**src/plm_defs.svh**
```systemverilog
/*
 Register offsets, field positions, reset values and detector thresholds
 of the potential-loss supervision block.
 Assumes byte addresses on an 8-bit register address port, one word each.
*/
`ifndef PLM_DEFS_SVH
`define PLM_DEFS_SVH

// ----------------------------------------------------------------------
// Register map
// ----------------------------------------------------------------------
`define PLM_OFS_MODE      8'h00
`define PLM_OFS_STATUS    8'h04
`define PLM_OFS_IRQ_STAT  8'h08
`define PLM_OFS_IRQ_MASK  8'h0C
`define PLM_OFS_PICKUP    8'h10
`define PLM_OFS_MASK_BASE 8'h20
`define PLM_NUM_MASKS     10

// ----------------------------------------------------------------------
// Mode codes as software writes them
// ----------------------------------------------------------------------
`define PLM_CODE_N 3'h0
`define PLM_CODE_Y 3'h1
`define PLM_CODE_1 3'h2
`define PLM_CODE_2 3'h3
`define PLM_CODE_3 3'h4
`define PLM_CODE_4 3'h5

// ----------------------------------------------------------------------
// Fields, reset values, thresholds (mV and mA secondary)
// ----------------------------------------------------------------------
`define PLM_IRQ_COND      0
`define PLM_IRQ_FLAG      1
`define PLM_IRQ_ALARM     2
`define PLM_FLAG_POS      16
`define PLM_RST_PICKUP    16'h0000
`define PLM_V2_PICKUP_MV  16'd14000
`define PLM_I2_ABSENT_MA  16'd83
`define PLM_V1_PICKUP_MV  16'd14000

`endif

```
**src/plm_pkg.sv**
```systemverilog
/*
 Types shared by the potential-loss supervision block.
 Assumes nothing of its surroundings.
*/
`default_nettype none

package plm_pkg;

    // ------------------------------------------------------------------
    // Supervision mode and detector bundle
    // ------------------------------------------------------------------
    typedef enum logic [2:0] {MODE_N, MODE_Y, MODE_1, MODE_2, MODE_3, MODE_4} plm_mode_type;

    typedef struct packed {
        logic neg_v;
        logic neg_i;
        logic pos_v;
        logic phase_oc;
    } plm_det_type;

endpackage

`default_nettype wire

```
**src/plm_supervision.sv**
```systemverilog
/*
 Potential-loss detection and supervision with ten programmable logic masks,
 a small register port and a sticky interrupt.
 Assumes all inputs are synchronous to clk, one clk edge per processing
 interval, and sequence magnitudes in mV and mA secondary.
*/
// Chosen here: the address map and the strobed register port.
`timescale 1ns/1ps
`default_nettype none
`include "plm_defs.svh"

// Behaviour
// Flag loss when negative-sequence voltage present without negative-sequence current.
// Also flag loss when positive-sequence voltage and phase overcurrent both absent.
// V2 detector picks up above 14 V; I2 absent below 0.083 A.
// Total loss when V1 below 14 V and no phase overcurrent.
// Mode accepts only N, Y, 1, 2, 3, 4; other writes ignored.
// Modes Y, 1, 2, 3 block distance and force directional forward.
// Modes N and 4 leave distance and directional elements unblocked.
// Modes 1 and 3 gate the flag with breaker closed input.
// Modes 2, 3, 4 close alarm on loss; N, Y, 1 never do.
// In mode 3 the alarm follows the breaker-gated flag.
// The flag is a selectable bit of every programmable mask.
// Ten masks: four trip, four output contacts, reclose initiate and cancel.
// Phase overcurrent bit is OR of three phases against one pickup.
// Outputs re-evaluated each interval, drop out once no term holds.
module plm_supervision
    import plm_pkg::*;
#(
    parameter int RW_W = 24
)(
    // Clock and reset
    input  wire logic              clk,
    input  wire logic              resetn,
    // Register port
    input  wire logic [7:0]        reg_addr,
    input  wire logic [31:0]       reg_wdata,
    input  wire logic              reg_wr,
    input  wire logic              reg_rd,
    output logic      [31:0]       reg_rdata,
    // Measured quantities
    input  wire logic [15:0]       v2_mag,
    input  wire logic [15:0]       i2_mag,
    input  wire logic [15:0]       v1_mag,
    input  wire logic [15:0]       phase_i_a,
    input  wire logic [15:0]       phase_i_b,
    input  wire logic [15:0]       phase_i_c,
    // Discrete inputs
    input  wire logic              breaker_closed_input,
    input  wire logic              permissive_trip_in,
    input  wire logic              block_trip_in,
    input  wire logic              breaker_open_timer_in,
    input  wire logic [RW_W-1:0]   relay_word_in,
    // Outputs
    output logic                   potential_loss_flag,
    output logic                   distance_block,
    output logic                   directional_forward,
    output logic                   alarm_contact,
    output logic                   trip_contact,
    output logic [9:0]             mask_hit,
    output logic                   irq
);

    // ------------------------------------------------------------------
    // Parameter check
    // ------------------------------------------------------------------
    generate
        if (RW_W <= `PLM_FLAG_POS || RW_W > 32)
        begin : g_bad_width
            $error("RW_W must exceed the flag position and fit in 32 bits");
        end
    endgenerate

    // ------------------------------------------------------------------
    // State
    // ------------------------------------------------------------------
    plm_mode_type    mode_ff;
    plm_det_type     det_ff;
    logic [15:0]     pickup_ff;
    logic [RW_W-1:0] mask_ff [`PLM_NUM_MASKS];
    logic [2:0]      irq_stat_ff;
    logic [2:0]      irq_mask_ff;
    logic [31:0]     rdata_ff;
    logic            cond_ff;
    logic            flag_ff;
    logic            block_ff;
    logic            alarm_ff;
    logic            trip_ff;
    logic            irq_ff;
    logic [9:0]      hit_ff;

    logic            nxt_cond;
    logic            nxt_flag;
    logic            nxt_block;
    logic            nxt_alarm;
    logic [RW_W-1:0] relay_word;
    logic [7:0]      mask_ofs;
    logic [3:0]      mask_idx;
    logic            mask_sel;
    logic [2:0]      irq_evt;

    assign mask_ofs = reg_addr - `PLM_OFS_MASK_BASE;
    assign mask_idx = mask_ofs[5:2];
    assign mask_sel = (reg_addr >= `PLM_OFS_MASK_BASE) && (mask_ofs[1:0] == 2'b00)
                      && (mask_ofs[7:6] == 2'b00) && (mask_idx < 4'(`PLM_NUM_MASKS));

    function automatic logic [2:0] mode_code(input plm_mode_type m);
        logic [2:0] c;
        c = `PLM_CODE_N;
        case (m)
            MODE_Y:  c = `PLM_CODE_Y;
            MODE_1:  c = `PLM_CODE_1;
            MODE_2:  c = `PLM_CODE_2;
            MODE_3:  c = `PLM_CODE_3;
            MODE_4:  c = `PLM_CODE_4;
            default: c = `PLM_CODE_N;
        endcase
        return c;
    endfunction

    // ------------------------------------------------------------------
    // Configuration writes
    // ------------------------------------------------------------------
    // Unknown mode codes are dropped so the mode never leaves the legal set.
    always_ff @(posedge clk or negedge resetn)
    begin
        if (!resetn)
            mode_ff <= MODE_N;
        else if (reg_wr && reg_addr == `PLM_OFS_MODE)
        begin
            case (reg_wdata[2:0])
                `PLM_CODE_N: mode_ff <= MODE_N;
                `PLM_CODE_Y: mode_ff <= MODE_Y;
                `PLM_CODE_1: mode_ff <= MODE_1;
                `PLM_CODE_2: mode_ff <= MODE_2;
                `PLM_CODE_3: mode_ff <= MODE_3;
                `PLM_CODE_4: mode_ff <= MODE_4;
                default:     mode_ff <= mode_ff;
            endcase
        end
    end

    // Pickup setting and the ten logic masks.
    always_ff @(posedge clk or negedge resetn)
    begin
        if (!resetn)
        begin
            pickup_ff <= `PLM_RST_PICKUP;
            for (int i = 0; i < `PLM_NUM_MASKS; i++)
                mask_ff[i] <= '0;
        end
        else if (reg_wr)
        begin
            if (reg_addr == `PLM_OFS_PICKUP)
                pickup_ff <= reg_wdata[15:0];
            if (mask_sel)
                mask_ff[mask_idx] <= reg_wdata[RW_W-1:0];
        end
    end

    // ------------------------------------------------------------------
    // Detectors
    // ------------------------------------------------------------------
    // Registered once per interval; reset reads as live voltage so release flags no loss.
    always_ff @(posedge clk or negedge resetn)
    begin
        if (!resetn)
            det_ff <= '{1'b0, 1'b0, 1'b1, 1'b0};
        else
        begin
            det_ff.neg_v    <= v2_mag > `PLM_V2_PICKUP_MV;
            det_ff.neg_i    <= i2_mag >= `PLM_I2_ABSENT_MA;
            det_ff.pos_v    <= v1_mag >= `PLM_V1_PICKUP_MV;
            det_ff.phase_oc <= (phase_i_a >= pickup_ff) ||
                               (phase_i_b >= pickup_ff) ||
                               (phase_i_c >= pickup_ff);
        end
    end

    // ------------------------------------------------------------------
    // Supervision decisions
    // ------------------------------------------------------------------
    always_comb
    begin
        nxt_cond  = (det_ff.neg_v && !det_ff.neg_i)
                    || (!det_ff.pos_v && !det_ff.phase_oc);
        nxt_flag  = nxt_cond;
        if (mode_ff == MODE_1 || mode_ff == MODE_3)
            nxt_flag = nxt_cond && breaker_closed_input;
        nxt_block = nxt_cond && (mode_ff == MODE_Y || mode_ff == MODE_1
                    || mode_ff == MODE_2 || mode_ff == MODE_3);
        nxt_alarm = (mode_ff == MODE_2 || mode_ff == MODE_3
                     || mode_ff == MODE_4) && nxt_flag;
    end

    // Plain per-interval registers: nothing latches, so drop-out is immediate.
    always_ff @(posedge clk or negedge resetn)
    begin
        if (!resetn)
        begin
            cond_ff  <= 1'b0;
            flag_ff  <= 1'b0;
            block_ff <= 1'b0;
            alarm_ff <= 1'b0;
        end
        else
        begin
            cond_ff  <= nxt_cond;
            flag_ff  <= nxt_flag;
            block_ff <= nxt_block;
            alarm_ff <= nxt_alarm;
        end
    end

    // ------------------------------------------------------------------
    // Logic masks
    // ------------------------------------------------------------------
    // The flag replaces one bit of the incoming relay word.
    always_comb
    begin
        relay_word                = relay_word_in;
        relay_word[`PLM_FLAG_POS] = flag_ff;
    end

    // Masks 0..3 qualify the trip, 4..7 drive contacts, 8..9 the recloser.
    always_ff @(posedge clk or negedge resetn)
    begin
        if (!resetn)
        begin
            hit_ff  <= '0;
            trip_ff <= 1'b0;
        end
        else
        begin
            for (int i = 0; i < `PLM_NUM_MASKS; i++)
                hit_ff[i] <= |(mask_ff[i] & relay_word);
            trip_ff <= (|(mask_ff[0] & relay_word))
                       || ((|(mask_ff[1] & relay_word)) && permissive_trip_in)
                       || ((|(mask_ff[2] & relay_word)) && !block_trip_in)
                       || ((|(mask_ff[3] & relay_word)) && breaker_open_timer_in);
        end
    end

    // ------------------------------------------------------------------
    // Interrupts
    // ------------------------------------------------------------------
    assign irq_evt = {nxt_alarm && !alarm_ff, nxt_flag && !flag_ff, nxt_cond && !cond_ff};

    // A new event in the clearing cycle survives the clear.
    always_ff @(posedge clk or negedge resetn)
    begin
        if (!resetn)
        begin
            irq_stat_ff <= '0;
            irq_mask_ff <= '0;
            irq_ff      <= 1'b0;
        end
        else
        begin
            if (reg_wr && reg_addr == `PLM_OFS_IRQ_STAT)
                irq_stat_ff <= (irq_stat_ff & ~reg_wdata[2:0]) | irq_evt;
            else
                irq_stat_ff <= irq_stat_ff | irq_evt;
            if (reg_wr && reg_addr == `PLM_OFS_IRQ_MASK)
                irq_mask_ff <= reg_wdata[2:0];
            irq_ff <= |(irq_stat_ff & irq_mask_ff);
        end
    end

    // ------------------------------------------------------------------
    // Read port
    // ------------------------------------------------------------------
    // Data stand for one cycle only; unmapped addresses read zero.
    always_ff @(posedge clk or negedge resetn)
    begin
        if (!resetn)
            rdata_ff <= '0;
        else if (!reg_rd)
            rdata_ff <= '0;
        else if (reg_addr == `PLM_OFS_MODE)
            rdata_ff <= {29'h0, mode_code(mode_ff)};
        else if (reg_addr == `PLM_OFS_STATUS)
            rdata_ff <= {24'h0, det_ff, cond_ff, flag_ff, block_ff, alarm_ff};
        else if (reg_addr == `PLM_OFS_IRQ_STAT)
            rdata_ff <= {29'h0, irq_stat_ff};
        else if (reg_addr == `PLM_OFS_IRQ_MASK)
            rdata_ff <= {29'h0, irq_mask_ff};
        else if (reg_addr == `PLM_OFS_PICKUP)
            rdata_ff <= {16'h0, pickup_ff};
        else if (mask_sel)
            rdata_ff <= 32'(mask_ff[mask_idx]);
        else
            rdata_ff <= '0;
    end

    assign reg_rdata           = rdata_ff;
    assign potential_loss_flag = flag_ff;
    assign distance_block      = block_ff;
    assign directional_forward = block_ff;
    assign alarm_contact       = alarm_ff;
    assign trip_contact        = trip_ff;
    assign mask_hit            = hit_ff;
    assign irq                 = irq_ff;

    // ------------------------------------------------------------------
    // Assertions
    // ------------------------------------------------------------------
    a_partial_loss: assert property (@(posedge clk) disable iff (!resetn)
        (v2_mag > `PLM_V2_PICKUP_MV && i2_mag < `PLM_I2_ABSENT_MA)
        ##1 !(mode_ff inside {MODE_1, MODE_3}) |=> flag_ff)
        else $error("partial loss did not raise the flag");

    a_total_loss: assert property (@(posedge clk) disable iff (!resetn)
        (!det_ff.pos_v && !det_ff.phase_oc) |=> cond_ff)
        else $error("total loss term did not raise the condition");

    a_v2_thresh: assert property (@(posedge clk) disable iff (!resetn)
        resetn |=> det_ff.neg_v == $past(v2_mag > 16'd14000)
                 && det_ff.neg_i == $past(i2_mag > 16'd82))
        else $error("sequence detector threshold wrong");

    a_v1_thresh: assert property (@(posedge clk) disable iff (!resetn)
        resetn |=> det_ff.pos_v == $past(v1_mag > 16'd13999))
        else $error("positive sequence threshold wrong");

    a_mode_legal: assert property (@(posedge clk) disable iff (!resetn)
        (reg_wr && reg_addr == `PLM_OFS_MODE && reg_wdata[2:0] > 3'h5) |=> $stable(mode_ff))
        else $error("illegal mode code was accepted");

    a_block_on: assert property (@(posedge clk) disable iff (!resetn)
        (nxt_cond && mode_ff inside {MODE_Y, MODE_1, MODE_2, MODE_3})
        |=> distance_block && directional_forward)
        else $error("loss did not block distance elements");

    a_no_block: assert property (@(posedge clk) disable iff (!resetn)
        (mode_ff inside {MODE_N, MODE_4}) |=> !distance_block && !directional_forward)
        else $error("distance blocked in unblocking mode");

    a_bkr_gate: assert property (@(posedge clk) disable iff (!resetn)
        (mode_ff inside {MODE_1, MODE_3}) |=> flag_ff == $past(nxt_cond && breaker_closed_input))
        else $error("breaker supervision of flag wrong");

    a_alarm_mode: assert property (@(posedge clk) disable iff (!resetn)
        (mode_ff inside {MODE_N, MODE_Y, MODE_1}) |=> !alarm_contact)
        else $error("alarm driven in non-alarm mode");

    a_alarm_follow: assert property (@(posedge clk) disable iff (!resetn)
        (mode_ff inside {MODE_2, MODE_3, MODE_4}) |=> alarm_contact == flag_ff)
        else $error("alarm does not follow the flag");

    a_flag_mask: assert property (@(posedge clk) disable iff (!resetn)
        (flag_ff && mask_ff[4][`PLM_FLAG_POS]) |=> mask_hit[4])
        else $error("flag not seen through contact mask");

    a_reclose_mask: assert property (@(posedge clk) disable iff (!resetn)
        (mask_ff[9] == '0) |=> !mask_hit[9])
        else $error("empty mask produced a hit");

    a_phase_or: assert property (@(posedge clk) disable iff (!resetn)
        $rose(det_ff.phase_oc) |-> $past(phase_i_a >= pickup_ff
            || phase_i_b >= pickup_ff || phase_i_c >= pickup_ff))
        else $error("phase overcurrent without any phase above pickup");

    a_drop_out: assert property (@(posedge clk) disable iff (!resetn)
        !nxt_cond |=> !flag_ff && !distance_block && !alarm_contact)
        else $error("outputs held after the condition ended");

    a_irq_wins: assert property (@(posedge clk) disable iff (!resetn)
        (irq_evt[`PLM_IRQ_FLAG] && reg_wr && reg_addr == `PLM_OFS_IRQ_STAT)
        |=> irq_stat_ff[`PLM_IRQ_FLAG])
        else $error("event lost against clear");

endmodule

`default_nettype wire

```
**config.mk**
```make
export PLATFORM = sky130hd
export DESIGN_NAME = plm_supervision
export DESIGN_NICKNAME = d
export VERILOG_FILES = /design/src/plm_pkg.sv /design/src/plm_supervision.sv
export VERILOG_INCLUDE_DIRS = /design/src
export SDC_FILE = /design/constraint.sdc
export NUM_CORES = 1
export LEC_CHECK = 0
export ABC_CLOCK_PERIOD_IN_PS = 2140
export BUFFER_PORTS_ARGS = -buffer_cell sky130_fd_sc_hd__buf_4
export CORE_UTILIZATION = 50
export DETAILED_ROUTE_END_ITERATION = 16
export PLACE_DENSITY = 0.71
export RECOVER_POWER = 100
export SYNTH_ARGS = -nofsm -noshare
export SYNTH_HDL_FRONTEND = slang
export SYNTH_SLANG_ARGS = --single-unit
```
**constraint.sdc**
```tcl
create_clock -name clk -period 2.14 [get_ports clk]
set_clock_uncertainty 0.05 [all_clocks]
set_input_delay 0.107 -clock clk [delete_from_list [all_inputs] [get_ports clk]]
set_output_delay 0.107 -clock clk [all_outputs]
set_load 0.03 [all_outputs]
```
==> results.json <==
{
  "fin_crit_sh": 0.9769,
  "hp-start": "relay_word_in[19]",
  "cp_top_family": "buffers and inverters",
  "synth_largest_area_cell": "dfrtp_1",
  "synth_cell_types": 71,
  "final_nets": 1730,
  "worstReg2RegStart": "potential_loss_flag",
  "worstSkewPairLatency_ps": 520,
  "timing.rr.end": "mask_hit[8]",
  "rsz0062_at_grt": "false",
  "avgSynthCellArea_um2": 12.69,
  "cp_cell_sequence": "buf_4 -> a22oi_1 -> nand4_1 -> dlygate4sd3_1",
  "clockBufferDepth": 3,
  "clkTransAtPathRegs_ps": 60,
  "ff2ff_setup_slack_ps": 50,
  "power_mw": 15.11,
  "yosysTopAreaCellShare": 0.4748,
  "arrival_ps": 2430,
  "design_area_um2": 19600,
  "yosys-top-cells-area": "dfrtp_1 (47%), mux2_2 (18%), mux4_2 (6.1%)",
  "clock_sinks": 309,
  "p_per_area_nw_per_um2": 771.1,
  "fp.dieH_um": 182.2,
  "async_flop_share": 1.000,
  "startpoint": "potential_loss_flag",
  "max_freq_mhz": 478.3,
  "antenna_found_initial": 0,
  "maxCapViolCount": 1,
  "vias_per_cell": 6.554,
  "tns_ps": 0,
  "p_sw_frac": 0.2623,
  "wl_per_cell_um": 27.22,
  "pwr-share-seq": 0.431,
  "ys_ff_latch": 309,
  "grt_pass1_wl_mm": 79.52,
  "first_iter_violations": 1234,
  "port_buffers": 194,
  "grt_pass1_vias": 13072,
  "finalHoldViolCount": 0,
  "ys_seq_area_frac": 0.4765,
  "ant_nets": 0,
  "relSlewSlack": -0.1406,
  "fin_ws_ps": 49.46,
  "post-place-ws_ps": 54.12,
  "fillers": 2537,
  "slowest_stage": "dfrtp_1",
  "path_class": "reg2reg",
  "place_congestion": 0.9785,
  "regArea_um2": 7734,
  "placed_area_um2": 18280,
  "ys.flop_type": "dfrtp_1",
  "grt_usage": 0.3220,
  "endpoint_kind": "flip-flop",
  "grt.overflow.total": 0,
  "post-route-drc-count": 0,
  "multi_input_area_um2": 7757,
  "cpPeakStageDelay_ps": 600,
  "peakVddDrop_mv": 0.6996,
  "internal_power_mw": 11.15,
  "grt_max_degree": 71,
  "violations": "capacitance limit, slew limit",
  "htree_levels": 2,
  "dpl.hpwl_mm": 38.23,
  "leakage_nw": 9.299,
  "setup_viol": 0,
  "syn_inst": 1279,
  "die_w_um": 182.2,
  "die-area_um2": 33190,
  "critPathLaunchType": "flip-flop",
  "path_max_fanout": 9,
  "syn_area_um2": 16230,
  "combPwrFrac": 0.148,
  "power_frac_clock": 0.421,
  "tightest_slew_ps": 1711,
  "synth_warnings": 0,
  "synth_edf_count": 0,
  "status": "finished, violations left",
  "n_antenna_cell": 0,
  "initial_core_util": 0.5118,
  "drive_above_1_share": 0.3724,
  "hold_path_class": "in2reg",
  "wl_mm": 52.76,
  "drtPass1Iterations": 6,
  "fin_crit_ps": 2091,
  "io_pins": 216,
  "hold_depth": 3,
  "required_ps": 2480,
  "cts_made_buffers": 35,
  "slew_violations": 70,
  "vias": 12701,
  "cts_tree": "built",
  "ff2ff_path_depth": 4,
  "placedCellCount": 1822,
  "min_to": "mask_hit[4]",
  "path_buf_inv": 2,
  "rows": 65,
  "area_delta_synth_final_pct": 20.75,
  "fin_cells": 1938,
  "cts-root-buf": "clkbuf_16",
  "p_switching_mw": 3.964,
  "coreArea_um2": 31720
}
-- kinds of logic (layout without fill, tap and decap cells) --
logic type / after synthesis / count (layout) / share of synthesized area
compound gates: 249 / 249 / 0.1126
buf+inv: 143 / 393 / 0.04232
mux: 345 / 345 / 0.2699
xor+xnor: 2 / 2 / 0.001079
fa+ha+maj: 52 / 52 / 0.04008
simple gates: 178 / 178 / 0.05727
other cells: 1 / 8 / 0.0002310
flops: 309 / 309 / 0.4765
-- cell type report --
cell class | count | share of cell area
clock buffer | 51 | 0.05503
clock inverter | 12 | 0.008299
inverter | 33 | 0.006320
multi-input combinational | 834 | 0.3958
sequential | 309 | 0.3946
tap | 402 | 0.02566
timing repair buffer | 297 | 0.1143
-- per-stage QoR --
| step | hold slack (ps) | utilization |
|---|---|---|
| floorplan | -238.6 | - |
| finish | 42.29 | 0.6179 |
| detailed placement | 64.66 | 0.5764 |
| CTS | 1.598 | 0.6323 |
| global route | 31.27 | 0.6179 |
| global placement | 65.03 | 0.5764 |
-- cells in the final DEF, fill, tap and decap left out, types with 14 or more instances in the layout --
| cell type | count |
|---|---|
| nor2_1 | 38 |
| mux4_2 | 44 |
| mux2_2 | 262 |
| nand4_1 | 33 |
| a221oi_1 | 17 |
| clkbuf_1 | 50 |
| dlygate4sd3_1 | 53 |
| a22o_1 | 15 |
| clkbuf_16 | 37 |
| nand2_1 | 50 |
| a21oi_1 | 38 |
| nand3_1 | 14 |
| a22oi_1 | 103 |
| ha_1 | 52 |
| o21ai_0 | 15 |
| inv_1 | 32 |
| buf_4 | 172 |
| dfrtp_1 | 308 |
| mux2i_1 | 29 |
-- synth_stat cells, drive strengths merged, types with 2 or more instances --
| master | n |
|---|---|
| a2111oi | 2 |
| a211oi | 5 |
| a21o | 5 |
| a21oi | 38 |
| a221o | 8 |
| a221oi | 18 |
| a222oi | 2 |
| a22o | 15 |
| a22oi | 103 |
| a31oi | 2 |
| a32o | 2 |
| and3 | 4 |
| buf | 55 |
| clkbuf | 53 |
| dfrtp | 308 |
| dlygate4sd3 | 2 |
| ha | 52 |
| inv | 33 |
| mux2 | 272 |
| mux2i | 29 |
| mux4 | 44 |
| nand2 | 51 |
| nand2b | 5 |
| nand3 | 14 |
| nand3b | 2 |
| nand4 | 33 |
| nor2 | 39 |
| nor2b | 5 |
| nor3 | 9 |
| nor4 | 3 |
| o211ai | 3 |
| o21a | 2 |
| o21ai | 15 |
| o221ai | 6 |
| o22a | 7 |
| o22ai | 7 |
| o31ai | 3 |
| or3 | 5 |
| or4 | 3 |
| xnor2 | 2 |
-- what timing repair did --
action,CTS,global route
hold buffers,53,0
buffers inserted,0,0
endpoints found under the setup margin,0,2
hold endpoints to repair,464,0
resized for setup,0,3
-- worst reg2reg max path: cells and delay by family, from the launching register on --
| family | cells | cell delay, ps |
|---|---|---|
| buf+inv | 2 | 880 |
| flops | 1 | 600 |
| compound gates | 1 | 290 |
| simple gates | 1 | 150 |
-- metal layers --
layer  up-vias  global-route usage  part of all wire
met2       810              0.5134              0.46
li1       5333                   -                 -
met4         0              0.1563             0.050
met1      6373              0.4225              0.39
met5         -                   0                 0
met3       185             0.06406             0.098
-- state kept, by name, indices dropped and copies added (netlist names) --
| name | cells |
|---|---|
| mask_ff | 240 |
| reg_rdata | 24 |
| pickup_ff | 16 |
| mask_hit | 10 |
| det_ff | 4 |
| irq_mask_ff | 3 |
| irq_stat_ff | 3 |
| mode_ff | 3 |
| alarm_contact | 1 |
| cond_ff | 1 |
| directional_forward | 1 |
| irq | 1 |
| potential_loss_flag | 1 |
| trip_contact | 1 |
-- power by group through the flow --
stage,clock [mW],combinational [mW],sequential [mW]
6_report,6.37,2.24,6.51
5_1_grt,6.71,2.38,6.54
4_1_cts,6.46,2.31,6.50
3_5_place_dp,0,2.20,6.60
3_3_place_gp,0,2.16,6.59
2_1_floorplan,0,1.05,6.66
-- how the worst max path moves through the flow --
stage,slack [ps],to,cells after the start
finish,50,mask_hit[8],4
global route,4,det_ff[0],7
CTS,30,det_ff[0],7
detailed placement,50,reg_rdata[13],8
global placement,100,det_ff[0],6
floorplan,60,mask_ff[10],10
(Power assumes the default switching activity.)
